===== src/common/vac_cfg.svh =====
// Purpose: constants of the vector axis counter block
// Assumes: 16-bit processor i/o addresses, 16-bit data
// Notes: included by the package, the assertions and the bench
`ifndef VAC_CFG_SVH
`define VAC_CFG_SVH

`define VAC_AW 16
`define VAC_DW 16
`define VAC_SW 12

// register offsets
`define VAC_OFF_BUF 16'hF700
`define VAC_OFF_CTL 16'hF702
`define VAC_OFF_STS 16'hF704
`define VAC_OFF_STEP 16'hF706
`define VAC_OFF_DY 16'hF708
`define VAC_OFF_Y 16'hF70A
`define VAC_OFF_X 16'hF70C

// axis control fields
`define VAC_CTL_XDIR 0
`define VAC_CTL_YDIR 1
`define VAC_CTL_RST 16'h0000

// status fields
`define VAC_STS_ACT 0
`define VAC_STS_FIRST 1
`define VAC_STS_EMPTY 2
`define VAC_STS_PEMPTY 3
`define VAC_STS_XIN 4
`define VAC_STS_YIN 5

// on-screen check looks at this many top bits
`define VAC_TOP_BITS 3

`endif


===== src/common/vac_pkg.sv =====
// Purpose: types of the vector axis counter block
// Assumes: vac_cfg.svh on the include path
// Notes: controls arrive from the state controller and slope generator
`include "vac_cfg.svh"

package vac_pkg;

    typedef logic [`VAC_AW-1:0] vac_addr_t;
    typedef logic [`VAC_DW-1:0] vac_word_t;
    typedef logic [`VAC_SW-1:0] vac_step_t;

    // controls from the state controller, active high; the load strobes last one cycle, the count and detect enables and y_select are held
    typedef struct packed {
        logic x_axis_load_strobe;
        logic y_load;
        logic dy_load;
        logic x_count_enable;
        logic empty_detect_enable;
        logic y_select;
    } vac_ctl_t;

    // requests from the slope generator
    typedef struct packed {
        logic x_step_request;
        logic y_step_request;
    } vac_slope_t;

    // register bus request
    typedef struct packed {
        vac_addr_t addr;
        vac_word_t wdata;
        logic wr;
        logic rd;
    } vac_bus_t;

    // read decode result
    typedef enum logic [2:0] {
        VAC_SEL_NONE,
        VAC_SEL_BUF,
        VAC_SEL_CTL,
        VAC_SEL_STS,
        VAC_SEL_STEP,
        VAC_SEL_DY,
        VAC_SEL_Y,
        VAC_SEL_X
    } vac_sel_t;

endpackage


===== src/hw/vac_axis_counters.sv =====
// Purpose: x, y and delta-y axis counters of the vector drawing engine
// Assumes: controls and slope requests come from logic on clock_i
// Notes: all outputs are registered, one cycle behind their cause; first_step_o and vector_active_o follow the x load by two cycles
`timescale 1ns/1ps
`default_nettype none

module vac_axis_counters
    import vac_pkg::*;
#(
    parameter int DW = `VAC_DW,
    parameter int SW = `VAC_SW
) (
    input wire logic clock_i,
    input wire logic resetn_i,
    input wire logic ce_i,
    input wire vac_bus_t bus_i,
    output logic [DW-1:0] rdata_o,
    input wire vac_ctl_t ctl_i,
    input wire vac_slope_t slope_i,
    output logic x_on_screen_flag_o,
    output logic y_on_screen_flag_n_o,
    output logic x_axis_read_strobe_o,
    output logic y_axis_read_strobe_o,
    output logic dy_axis_read_strobe_o,
    output logic count_empty_flag_o,
    output logic pixel_count_empty_flag_o,
    output logic y_count_enable_o,
    output logic x_carry_out_n_o,
    output logic first_step_o,
    output logic vector_active_o,
    output logic vector_end_o,
    output logic [DW-1:0] display_bus_o,
    output logic x_step_request_test_n_o,
    output logic y_step_request_test_n_o,
    output logic x_direction_test_n_o,
    output logic y_direction_test_n_o
);

    ////////////////////////////////////////////////////////////////////
    // reset release

    logic rst_meta_q;
    logic rst_sync_q;

    always_ff @(posedge clock_i or negedge resetn_i) begin
        if (!resetn_i) begin
            rst_meta_q <= 1'b0;
            rst_sync_q <= 1'b0;
        end else begin
            rst_meta_q <= 1'b1;
            rst_sync_q <= rst_meta_q;
        end
    end

    logic rst_n;
    assign rst_n = rst_sync_q;

    ////////////////////////////////////////////////////////////////////
    // address decode

    function automatic vac_sel_t decode(input vac_addr_t a);
        vac_sel_t s;
        s = VAC_SEL_NONE;
        unique case (a)
            `VAC_OFF_BUF: s = VAC_SEL_BUF;
            `VAC_OFF_CTL: s = VAC_SEL_CTL;
            `VAC_OFF_STS: s = VAC_SEL_STS;
            `VAC_OFF_STEP: s = VAC_SEL_STEP;
            `VAC_OFF_DY: s = VAC_SEL_DY;
            `VAC_OFF_Y: s = VAC_SEL_Y;
            `VAC_OFF_X: s = VAC_SEL_X;
            default: s = VAC_SEL_NONE;
        endcase
        return s;
    endfunction

    vac_sel_t wsel;
    vac_sel_t rsel;
    assign wsel = bus_i.wr ? decode(bus_i.addr) : VAC_SEL_NONE;
    assign rsel = bus_i.rd ? decode(bus_i.addr) : VAC_SEL_NONE;

    ////////////////////////////////////////////////////////////////////
    // software registers

    logic [DW-1:0] buf_q;
    logic [DW-1:0] ctl_q;
    logic [SW-1:0] step_load_q;

    // buffer latch holds the last value the processor wrote
    always_ff @(posedge clock_i or negedge rst_n) begin
        if (!rst_n) begin
            buf_q <= '0;
        end else if (ce_i && wsel == VAC_SEL_BUF) begin
            buf_q <= bus_i.wdata;
        end
    end

    always_ff @(posedge clock_i or negedge rst_n) begin
        if (!rst_n) begin
            ctl_q <= `VAC_CTL_RST;
        end else if (ce_i && wsel == VAC_SEL_CTL) begin
            ctl_q <= bus_i.wdata;
        end
    end

    always_ff @(posedge clock_i or negedge rst_n) begin
        if (!rst_n) begin
            step_load_q <= '0;
        end else if (ce_i && wsel == VAC_SEL_STEP) begin
            step_load_q <= bus_i.wdata[SW-1:0];
        end
    end

    logic x_dir;
    logic y_dir;
    assign x_dir = ctl_q[`VAC_CTL_XDIR];
    assign y_dir = ctl_q[`VAC_CTL_YDIR];

    ////////////////////////////////////////////////////////////////////
    // counter control

    logic active_q;
    logic step_zero;
    logic x_go;
    logic y_go;

    // x count needs the state controller enable and a slope request;
    // an empty step counter stops both axes at once, no overshoot step
    assign x_go = ctl_i.x_count_enable & slope_i.x_step_request & active_q & ~step_zero;
    assign y_go = ctl_i.x_count_enable & slope_i.y_step_request & active_q & ~step_zero;

    ////////////////////////////////////////////////////////////////////
    // axis counters

    logic [DW-1:0] x_q;
    logic [DW-1:0] y_q;
    logic [DW-1:0] dy_q;
    logic [DW-1:0] pix_q;
    logic [SW-1:0] step_q;
    logic first_q;

    // one unit per enabled cycle, direction bit set means down
    function automatic logic [DW-1:0] step1(
        input logic [DW-1:0] v,
        input logic down
    );
        return down ? v - 1'b1 : v + 1'b1;
    endfunction

    always_ff @(posedge clock_i or negedge rst_n) begin
        if (!rst_n) begin
            x_q <= '0;
        end else if (ce_i) begin
            if (ctl_i.x_axis_load_strobe) begin
                x_q <= buf_q;
            end else if (x_go) begin
                x_q <= step1(x_q, x_dir);
            end
        end
    end

    always_ff @(posedge clock_i or negedge rst_n) begin
        if (!rst_n) begin
            pix_q <= '0;
        end else if (ce_i) begin
            if (ctl_i.x_axis_load_strobe) begin
                pix_q <= buf_q;
            end else if (x_go && pix_q != '0) begin
                pix_q <= pix_q - 1'b1;
            end
        end
    end

    always_ff @(posedge clock_i or negedge rst_n) begin
        if (!rst_n) begin
            y_q <= '0;
        end else if (ce_i) begin
            if (ctl_i.y_load) begin
                y_q <= buf_q;
            end else if (y_go) begin
                y_q <= step1(y_q, y_dir);
            end
        end
    end

    always_ff @(posedge clock_i or negedge rst_n) begin
        if (!rst_n) begin
            dy_q <= '0;
        end else if (ce_i) begin
            if (ctl_i.dy_load) begin
                dy_q <= buf_q;
            end else if (y_go) begin
                dy_q <= step1(dy_q, y_dir);
            end
        end
    end

    always_ff @(posedge clock_i or negedge rst_n) begin
        if (!rst_n) begin
            first_q <= 1'b0;
        end else if (ce_i) begin
            if (ctl_i.x_axis_load_strobe) begin
                first_q <= 1'b1;
            end else if (ctl_i.x_count_enable) begin
                first_q <= 1'b0;
            end
        end
    end

    ////////////////////////////////////////////////////////////////////
    // step counter and vector termination

    logic any_go;
    assign any_go = x_go | y_go;
    assign step_zero = (step_q == '0);

    always_ff @(posedge clock_i or negedge rst_n) begin
        if (!rst_n) begin
            step_q <= '0;
        end else if (ce_i) begin
            if (ctl_i.x_axis_load_strobe) begin
                step_q <= step_load_q;
            end else if (any_go && !step_zero) begin
                step_q <= step_q - 1'b1;
            end
        end
    end

    // vector runs from x load until the step counter empties
    always_ff @(posedge clock_i or negedge rst_n) begin
        if (!rst_n) begin
            active_q <= 1'b0;
        end else if (ce_i) begin
            if (ctl_i.x_axis_load_strobe) begin
                active_q <= 1'b1;
            end else if (active_q && step_zero) begin
                active_q <= 1'b0;
            end
        end
    end

    always_ff @(posedge clock_i or negedge rst_n) begin
        if (!rst_n) begin
            vector_end_o <= 1'b0;
        end else if (ce_i) begin
            vector_end_o <= active_q & step_zero & ~ctl_i.x_axis_load_strobe;
        end
    end

    always_ff @(posedge clock_i or negedge rst_n) begin
        if (!rst_n) begin
            vector_active_o <= 1'b0;
            first_step_o <= 1'b0;
        end else if (ce_i) begin
            vector_active_o <= active_q;
            first_step_o <= first_q;
        end
    end

    ////////////////////////////////////////////////////////////////////
    // flags to the state controller

    logic x_carry;
    assign x_carry = x_go & (x_dir ? (x_q == '0) : (x_q == '1));

    always_ff @(posedge clock_i or negedge rst_n) begin
        if (!rst_n) begin
            x_on_screen_flag_o <= 1'b0;
            y_on_screen_flag_n_o <= 1'b1;
        end else if (ce_i) begin
            x_on_screen_flag_o <= (x_q[DW-1 -: `VAC_TOP_BITS] == '0);
            y_on_screen_flag_n_o <= (y_q[DW-1 -: `VAC_TOP_BITS] != '0);
        end
    end

    always_ff @(posedge clock_i or negedge rst_n) begin
        if (!rst_n) begin
            count_empty_flag_o <= 1'b0;
            pixel_count_empty_flag_o <= 1'b0;
        end else if (ce_i) begin
            count_empty_flag_o <= ctl_i.empty_detect_enable & step_zero;
            pixel_count_empty_flag_o <= ctl_i.empty_detect_enable & (pix_q == '0);
        end
    end

    always_ff @(posedge clock_i or negedge rst_n) begin
        if (!rst_n) begin
            y_count_enable_o <= 1'b0;
            x_carry_out_n_o <= 1'b1;
        end else if (ce_i) begin
            y_count_enable_o <= y_go;
            x_carry_out_n_o <= ~x_carry;
        end
    end

    ////////////////////////////////////////////////////////////////////
    // display bus and test points

    always_ff @(posedge clock_i or negedge rst_n) begin
        if (!rst_n) begin
            display_bus_o <= '0;
        end else if (ce_i) begin
            display_bus_o <= ctl_i.y_select ? y_q : dy_q;
        end
    end

    always_ff @(posedge clock_i or negedge rst_n) begin
        if (!rst_n) begin
            x_step_request_test_n_o <= 1'b1;
            y_step_request_test_n_o <= 1'b1;
            x_direction_test_n_o <= 1'b1;
            y_direction_test_n_o <= 1'b1;
        end else if (ce_i) begin
            x_step_request_test_n_o <= ~slope_i.x_step_request;
            y_step_request_test_n_o <= ~slope_i.y_step_request;
            x_direction_test_n_o <= ~x_dir;
            y_direction_test_n_o <= ~y_dir;
        end
    end

    ////////////////////////////////////////////////////////////////////
    // read path

    logic [DW-1:0] sts;
    always_comb begin
        sts = '0;
        sts[`VAC_STS_ACT] = active_q;
        sts[`VAC_STS_FIRST] = first_q;
        sts[`VAC_STS_EMPTY] = step_zero;
        sts[`VAC_STS_PEMPTY] = (pix_q == '0);
        sts[`VAC_STS_XIN] = (x_q[DW-1 -: `VAC_TOP_BITS] == '0);
        sts[`VAC_STS_YIN] = (y_q[DW-1 -: `VAC_TOP_BITS] == '0);
    end

    logic [DW-1:0] rd_mux;
    always_comb begin
        rd_mux = '0;
        unique case (rsel)
            VAC_SEL_NONE: rd_mux = '0;
            VAC_SEL_BUF: rd_mux = buf_q;
            VAC_SEL_CTL: rd_mux = ctl_q;
            VAC_SEL_STS: rd_mux = sts;
            VAC_SEL_STEP: rd_mux = {{(DW-SW){1'b0}}, step_q};
            VAC_SEL_DY: rd_mux = dy_q;
            VAC_SEL_Y: rd_mux = y_q;
            VAC_SEL_X: rd_mux = x_q;
        endcase
    end

    always_ff @(posedge clock_i or negedge rst_n) begin
        if (!rst_n) begin
            rdata_o <= '0;
        end else if (ce_i) begin
            rdata_o <= rd_mux;
        end
    end

    always_ff @(posedge clock_i or negedge rst_n) begin
        if (!rst_n) begin
            x_axis_read_strobe_o <= 1'b0;
            y_axis_read_strobe_o <= 1'b0;
            dy_axis_read_strobe_o <= 1'b0;
        end else if (ce_i) begin
            x_axis_read_strobe_o <= (rsel == VAC_SEL_X);
            y_axis_read_strobe_o <= (rsel == VAC_SEL_Y);
            dy_axis_read_strobe_o <= (rsel == VAC_SEL_DY);
        end
    end

endmodule

`default_nettype wire


===== config.mk =====
export PLATFORM = sky130hd
export DESIGN_NAME = vac_axis_counters
export DESIGN_NICKNAME = d
export VERILOG_FILES = /design/src/common/vac_pkg.sv /design/src/hw/vac_axis_counters.sv
export VERILOG_INCLUDE_DIRS = /design/src /design/src/common
export SDC_FILE = /design/constraint.sdc
export NUM_CORES = 1
export LEC_CHECK = 0
export CAP_MARGIN = 20
export CORE_ASPECT_RATIO = 0.7
export CORE_MARGIN = 2
export CORE_UTILIZATION = 55
export DETAILED_ROUTE_END_ITERATION = 16
export DONT_BUFFER_PORTS = 1
export PLACE_DENSITY = 0.73
export SYNTH_ARGS = -nofsm -noshare
export SYNTH_HDL_FRONTEND = slang
export SYNTH_SLANG_ARGS = --single-unit

===== constraint.sdc =====
create_clock -name clock_i -period 5.35 [get_ports clock_i]
set_input_delay 0.535 -clock clock_i [delete_from_list [all_inputs] [get_ports clock_i]]
set_output_delay 0.535 -clock clock_i [all_outputs]
set_load 0.03 [all_outputs]

==> impl_metrics.yaml, run 1 <==
run_status:
  outcome: "finished, final reports clean"
die:
  fp.dieArea_mm2: 0.0203
  rows: 42
  core_mm2: 0.0188
  die_y_um: 120
  floorplan.initialDensity_pct: 55.9
  ios: 93
  die_w_um: 169
clock_tree:
  holdBufCountCts: 1
  cts-resized-gates: 0
  clk_path_buf_depth: 2
  root_buffer: "clkbuf_16"
  ctsHtreeMaxLevel: 4
  cts.sinks: 172
  post_cts_buffers: 0
  cts_buffers: 17
  worstSkewPairLatency_ns: 0.45
  path_clk_slew_ns: 0.07
  tritoncts: "yes"
yosys:
  netlist_instances: 1102
  synth-seq-cells: 172
  yosysUniqueCellTypes: 79
  netlist_top_cells_area: "dfrtp_1, mux2_2, ha_1"
  synth_area_mm2: 0.0105
  synth-edff-count: 0
  syn_area_per_cell_um2: 9.55
  synth_ff_type: "dfrtp_1"
  synth_most_common_cell: "dfrtp_1"
  synth_top_cell_by_area: "dfrtp_1"
  ys_seq_area_share_pct: 41.0
  synth_fp_nets: 1194
  synthArstFlopShare_pct: 100
  synth_warnings: 0
  synthTopCellsByCount: "dfrtp_1, a21oi_1, nor2_1, o21ai_0, nand2_1"
  yosysTopAreaCellShare_pct: 39.5
sta:
  period_share_pct: 67.0
  fin_skew_ns: 0.0112
  fmax_mhz: 279
  holdWs_ns: 0.145
  slew-limit-headroom_pct: 26.0
  setup_tns_ns: 0
  finalSetupViolCount: 0
  drv_slew: 0
  worstMarginPinSlew_ns: 1.11
  rsz0062_at_grt: "false"
  period_minus_slack_ns: 3.59
  final-hold-violation-count: 0
global_route:
  antenna_found_initial: 1
  grt_max_degree: 171
  gr-total-overflow: 0
  grt_pass1_vias: 8081
  grt_usage_pct: 31.8
  grt_pass1_wl_um: 48700
critical_path:
  cp-start-kind: "flop"
  critPathTopFamily: "compound AO/OA/AOI/OAI gates"
  worst-setup-path-type: "flop to flop"
  crit_buf_inv: 2
  slowest_delay_ns: 0.61
  critical_path_required_ns: 5.68
  cp-end-kind: "flop"
  timing.rr.start: "ctl_q[1]$_DFFE_PN0P_"
  slowest_stage: "dfrtp_1"
  cp.arrival_ns: 3.92
  critPathMaxFanout: 18
  crit_chain: "buf_4 > inv_1 > fa_1 > nor2b_1 > o21ai_0 > a21boi_0 > o41a_1 > a221o_1 > a21o_1 > xor2_1 > o221a_2"
  startpoint: "ctl_q[1]$_DFFE_PN0P_"
detailed_routing:
  vias: 8854
  dr.pass1.iters: 7
  post-route-drc-count: 0
  viasPerCell: 6.67
  drt-total-wl_um: 31400
  drt_iter0_markers: 1087
  wl_per_cell_um: 23.7
  ant_nets: 0
finish:
  final.fill_count: 1575
  seq_area_mm2: 0.00432
  final_area_mm2: 0.0113
  final_layout_size_suffix_gt1_share_pct: 11.9
  nets: 1164
  area_delta_synth_final_pct: 7.76
  multi_input_area_mm2: 0.00583
  num_antenna_cells: 0
min_path:
  hold_class: "input pin to flop"
  min_from: "slope_i[1]"
pwr:
  pwr-share-seq_pct: 38.8
  p_sw_w: 0.00224
  swShare_pct: 40.5
  leakagePower_nw: 4.80
  combinationalPowerShare_pct: 35.7
  power_density_mw_per_mm2: 486
  vdd_drop_max_mv: 0.230
  p_clk_share_pct: 25.5
  intPower_w: 0.00328
placement:
  hpwl_um: 21800
  port_buffers: 0
  dpl_cell_area_mm2: 0.0106
  gp_congestion: 0.962
job:
  maxCapViolations: 0
-- path summary, 6_finish.rpt --
kind,to,slack [ns],cells past startpoint
setup reg to reg,y_q[12]$_DFFE_PN0P_,1.76,11
setup / recovery,y_q[12]$_DFFE_PN0P_,1.76,11
min in group asynchronous,rst_n$_DFF_PN0_,0.32,1
max in group asynchronous,x_q[5]$_DFFE_PN0P_,4.14,1
hold reg to reg,rst_n$_DFF_PN0_,0.35,0
hold / removal,x_step_request_test_n_o$_DFFE_PN1P_,0.15,1
-- layer usage --
metal  part of all wire (%)  vias to the layer above  track usage [%]
li1                       -                     4021                -
met3                     12                       68             9.70
met1                     44                     4295             47.9
met2                     42                      468             44.4
met4                    2.1                        2             7.91
met5                  0.022                        -                0
-- worst reg2reg max path, cell delays in order, from the launching register on --
cell	delay, ns
dfrtp_1	0.61
buf_4	0.33
inv_1	0.32
fa_1	0.28
nor2b_1	0.07
o21ai_0	0.30
a21boi_0	0.19
o41a_1	0.43
a221o_1	0.38
a21o_1	0.19
xor2_1	0.15
o221a_2	0.22
-- layout make-up --
type                    instances  area share, %
well taps                     242           2.67
clock inverters                12           1.77
clock buffers                  20           4.03
repair buffers                 11           1.04
inverters                      31           1.03
flip-flops and latches        172           38.1
multi-input cells             839           51.4
-- placed cells by master (no fill, tap or decap), drive strengths merged, types with 5 or more instances in the layout --
master,count
dfstp,6
o41ai,6
buf,10
and2,5
o31ai,5
a22o,9
xnor2,14
nor2b,12
nor3b,5
clkbuf,20
a21o,8
ha,44
a222oi,11
and3,9
dfrtp,166
o211ai,14
nand4,8
or3,12
nand2,75
o2bb2ai,23
a31oi,9
nor4,10
nor3,36
a22oi,9
mux4,5
nand2b,12
nor2,103
a211oi,9
xor2,14
nand3b,5
o21ai,92
o21a,20
mux2,60
inv,35
a21oi,103
nand3,13
mux2i,34
-- power by group through the flow --
stage	clock network (W)	registers [W]	logic (W)
6_report	0.00141	0.00214	0.00197
3_5_place_dp	0	0.00213	0.00191
2_1_floorplan	0	0.00195	0.00160
5_1_grt	0.00147	0.00216	0.00222
3_3_place_gp	0	0.00213	0.00188
4_1_cts	0.00141	0.00211	0.00193
-- flip-flops by register name (all words and copies together), names as in the netlist, 12 cells and up --
register / flops
ctl_q: 16
rdata_o: 16
display_bus_o: 16
dy_q: 16
x_q: 16
buf_q: 16
step_load_q: 12
step_q: 12
y_q: 16
pix_q: 16
-- cell families (layout without fill, tap and decap cells) --
group,after synthesis,after routing,share of synthesized area (%)
buffers and inverters,91,74,3.65
multiplexers,99,99,10.9
AO/OA/AOI/OAI,349,349,21.3
other,1,1,0.0357
XOR/XNOR,28,28,2.33
AND/OR/NAND/NOR,315,315,15.0
flip-flops,172,172,41.0
adder cells (fa/ha/maj),47,47,5.80
-- per-stage QoR --
| step | total power, W | util (%) | std cells | worst slack [ns] |
|---|---|---|---|---|
| floorplan | 0.00355 | - | 1102 | 0.213 |
| global placement | 0.00400 | 56.4 | 1290 | 1.89 |
| detailed placement | 0.00404 | 56.4 | 1290 | 1.89 |
| CTS | 0.00545 | 60.0 | 1323 | 1.79 |
| global route | 0.00584 | 60.2 | 1327 | 1.55 |
| finish | 0.00551 | 60.2 | 1327 | 1.76 |
No activity file was read; power rests on OpenSTA's default activity.
==> inputs of run 2 (changes only) <==
--- a/config.mk
+++ b/config.mk
@@ -12,7 +12,7 @@
 export CORE_UTILIZATION = 55
 export DETAILED_ROUTE_END_ITERATION = 16
 export DONT_BUFFER_PORTS = 1
-export PLACE_DENSITY = 0.73
+export PLACE_DENSITY = 0.7
 export SYNTH_ARGS = -nofsm -noshare
 export SYNTH_HDL_FRONTEND = slang
 export SYNTH_SLANG_ARGS = --single-unit
==> constraint.sdc (replaced) <==
create_clock -name clock_i -period 3.4 [get_ports clock_i]
set_input_delay 0.34 -clock clock_i [delete_from_list [all_inputs] [get_ports clock_i]]
set_output_delay 0.34 -clock clock_i [all_outputs]
set_load 0.03 [all_outputs]
==> run 2 against run 1 <==
Combinational power increased by 58%; sequential share of layout area is 0.46 points lower; global-route usage increased by 0.24 points; utilization increased by 0.74 points; flip-flop and latch count unchanged; cell area increased by 1.2%; worst hold slack got worse by 0.12 ns; critical path type unchanged; largest cell class unchanged; largest power group unchanged.
==> impl_metrics.yaml, run 2 (synthesis results as in run 1) <==
detailed_routing:
  viasPerCell: 6.68
  ant_nets: 0
  wl_per_cell_um: 23.5
  routed-wl-met3_um: 3700
  dr.pass1.iters: 5
  vias: 9017
  drt_iter0_markers: 1061
  wl_met2_um: 13100
  wl_met1_um: 13900
  routed.top_layer: "met5"
  post-route-drc-count: 0
  drt-total-wl_um: 31600
finish:
  post-route-util_pct: 61.0
  final_cells: 1349
  area_delta_synth_final_pct: 9.08
  final.fill_count: 1603
  layout_commonest_cell: "dfrtp_1"
  final_area_mm2: 0.0115
  final_layout_size_suffix_gt1_share_pct: 13.3
  nets: 1185
  most-common-layout-cells: "dfrtp_1, a21oi_1, nor2_1, o21ai_0, nand2_1"
global_route:
  antenna_found_initial: 1
  grt_max_degree: 118
  grt_pass1_vias: 8343
  gr-total-overflow: 0
  grt_pass1_wl_um: 48800
  grt_usage_pct: 32.0
die:
  die_w_um: 169
  floorplan.initialDensity_pct: 55.9
  die_y_um: 120
  fp.dieArea_mm2: 0.0203
  rows: 42
  ios: 93
  core_mm2: 0.0188
critical_path:
  r2r_cells: 10
  cp.arrival_ns: 3.27
  critPathMaxFanout: 12
  critical_path_required_ns: 3.73
  cp-start-kind: "flop"
  worst-setup-path-type: "flop to flop"
  cp-end-kind: "flop"
placement:
  port_buffers: 0
  numPlacedInstances: 1310
  hpwl_um: 22300
  gp_congestion: 0.926
  dpl_cell_area_mm2: 0.0108
sta:
  period_minus_slack_ns: 2.94
  drv_slew: 0
  period_share_pct: 86.6
  setup_tns_ns: 0
  fin_skew_ns: 0.00797
  worstMarginPinSlew_ns: 1.02
  final-hold-violation-count: 0
  rsz0062_at_grt: "false"
  finalSetupViolCount: 0
  fmax_mhz: 340
  slew-limit-headroom_pct: 32.0
job:
  maxCapViolations: 0
clock_tree:
  cts_buffers: 17
  tritoncts: "yes"
  cts-resized-gates: 0
  ctsHtreeMaxLevel: 4
  clk_path_buf_depth: 2
  cts.sinks: 172
  path_clk_slew_ns: 0.07
  post_cts_buffers: 0
  worstSkewPairLatency_ns: 0.44
  holdBufCountCts: 5
  root_buffer: "clkbuf_16"
min_path:
  hold_class: "input pin to flop"
  min_path_cells: 1
pwr:
  power_density_mw_per_mm2: 752
  vdd_drop_max_mv: 0.417
  leakagePower_nw: 4.88
  finalPower_w: 0.00863
run_status:
  outcome: "finished, final reports clean"
==> run 2: area by class of cell <==
| class | count | area, µm² | area share, % |
|---|---|---|---|
| Clock inverter | 14 | 206 | 1.80 |
| Clock buffer | 18 | 439 | 3.83 |
| Antenna cell | 1 | 2.50 | 0.0218 |
| Timing Repair Buffer | 32 | 265 | 2.31 |
| Tap cell | 242 | 303 | 2.64 |
| Sequential cell | 172 | 4320 | 37.6 |
| Multi-Input combinational cell | 839 | 5830 | 50.8 |
| Inverter | 31 | 116 | 1.01 |
==> run 2: worst max-delay path: stages (launching register included) <==
cell and delay [ns]:
dfrtp_1 0.39, buf_4 0.19, ha_1 0.35, nor2b_1 0.15
o21ai_0 0.22, a21boi_0 0.17, o41a_1 0.44, a221o_1 0.38
a21o_1 0.19, xor2_1 0.14, o221a_2 0.22
==> run 2: stage by stage <==
| step | setup slack (ns) | hold slack (ns) |
|---|---|---|
| 2_1_floorplan | 0.329 | 0.0444 |
| 3_3_place_gp | 0.543 | 0.0445 |
| 3_5_place_dp | 0.437 | 0.0445 |
| 4_1_cts | 0.436 | 0.00102 |
| 5_1_grt | 0.285 | 0.0199 |
| 6_report | 0.457 | 0.0226 |
==> run 2: final timing paths <==
kind | startpoint | end | slack, ns
setup / recovery | ctl_q[1]$_DFFE_PN0P_ | y_q[12]$_DFFE_PN0P_ | 0.46
hold / removal | ctl_i[5] | step_q[0]$_DFFE_PN0P_ | 0.02
setup reg to reg | ctl_q[1]$_DFFE_PN0P_ | y_q[12]$_DFFE_PN0P_ | 0.46
hold reg to reg | rst_n$_DFF_PN0_ | ctl_q[11]$_DFFE_PN0P_ | 0.25
max in group asynchronous | rst_n$_DFF_PN0_ | x_q[12]$_DFFE_PN0P_ | 2.18
min in group asynchronous | resetn_i | rst_n$_DFF_PN0_ | 0.13
==> run 2: where the power goes <==
group	internal [W]	switching (W)	leakage [nW]	total, W
Sequential	0.00248	0.000877	2.17	0.00336
Combinational	0.00140	0.00171	2.40	0.00311
Clock	0.00127	0.000899	0.306	0.00217
==> run 2: routing by layer <==
metal	GRT usage [%]	vias up
li1	-	4074
met1	46.8	4418
met2	44.6	458
met3	10.1	65
met4	11.4	2
met5	0	-
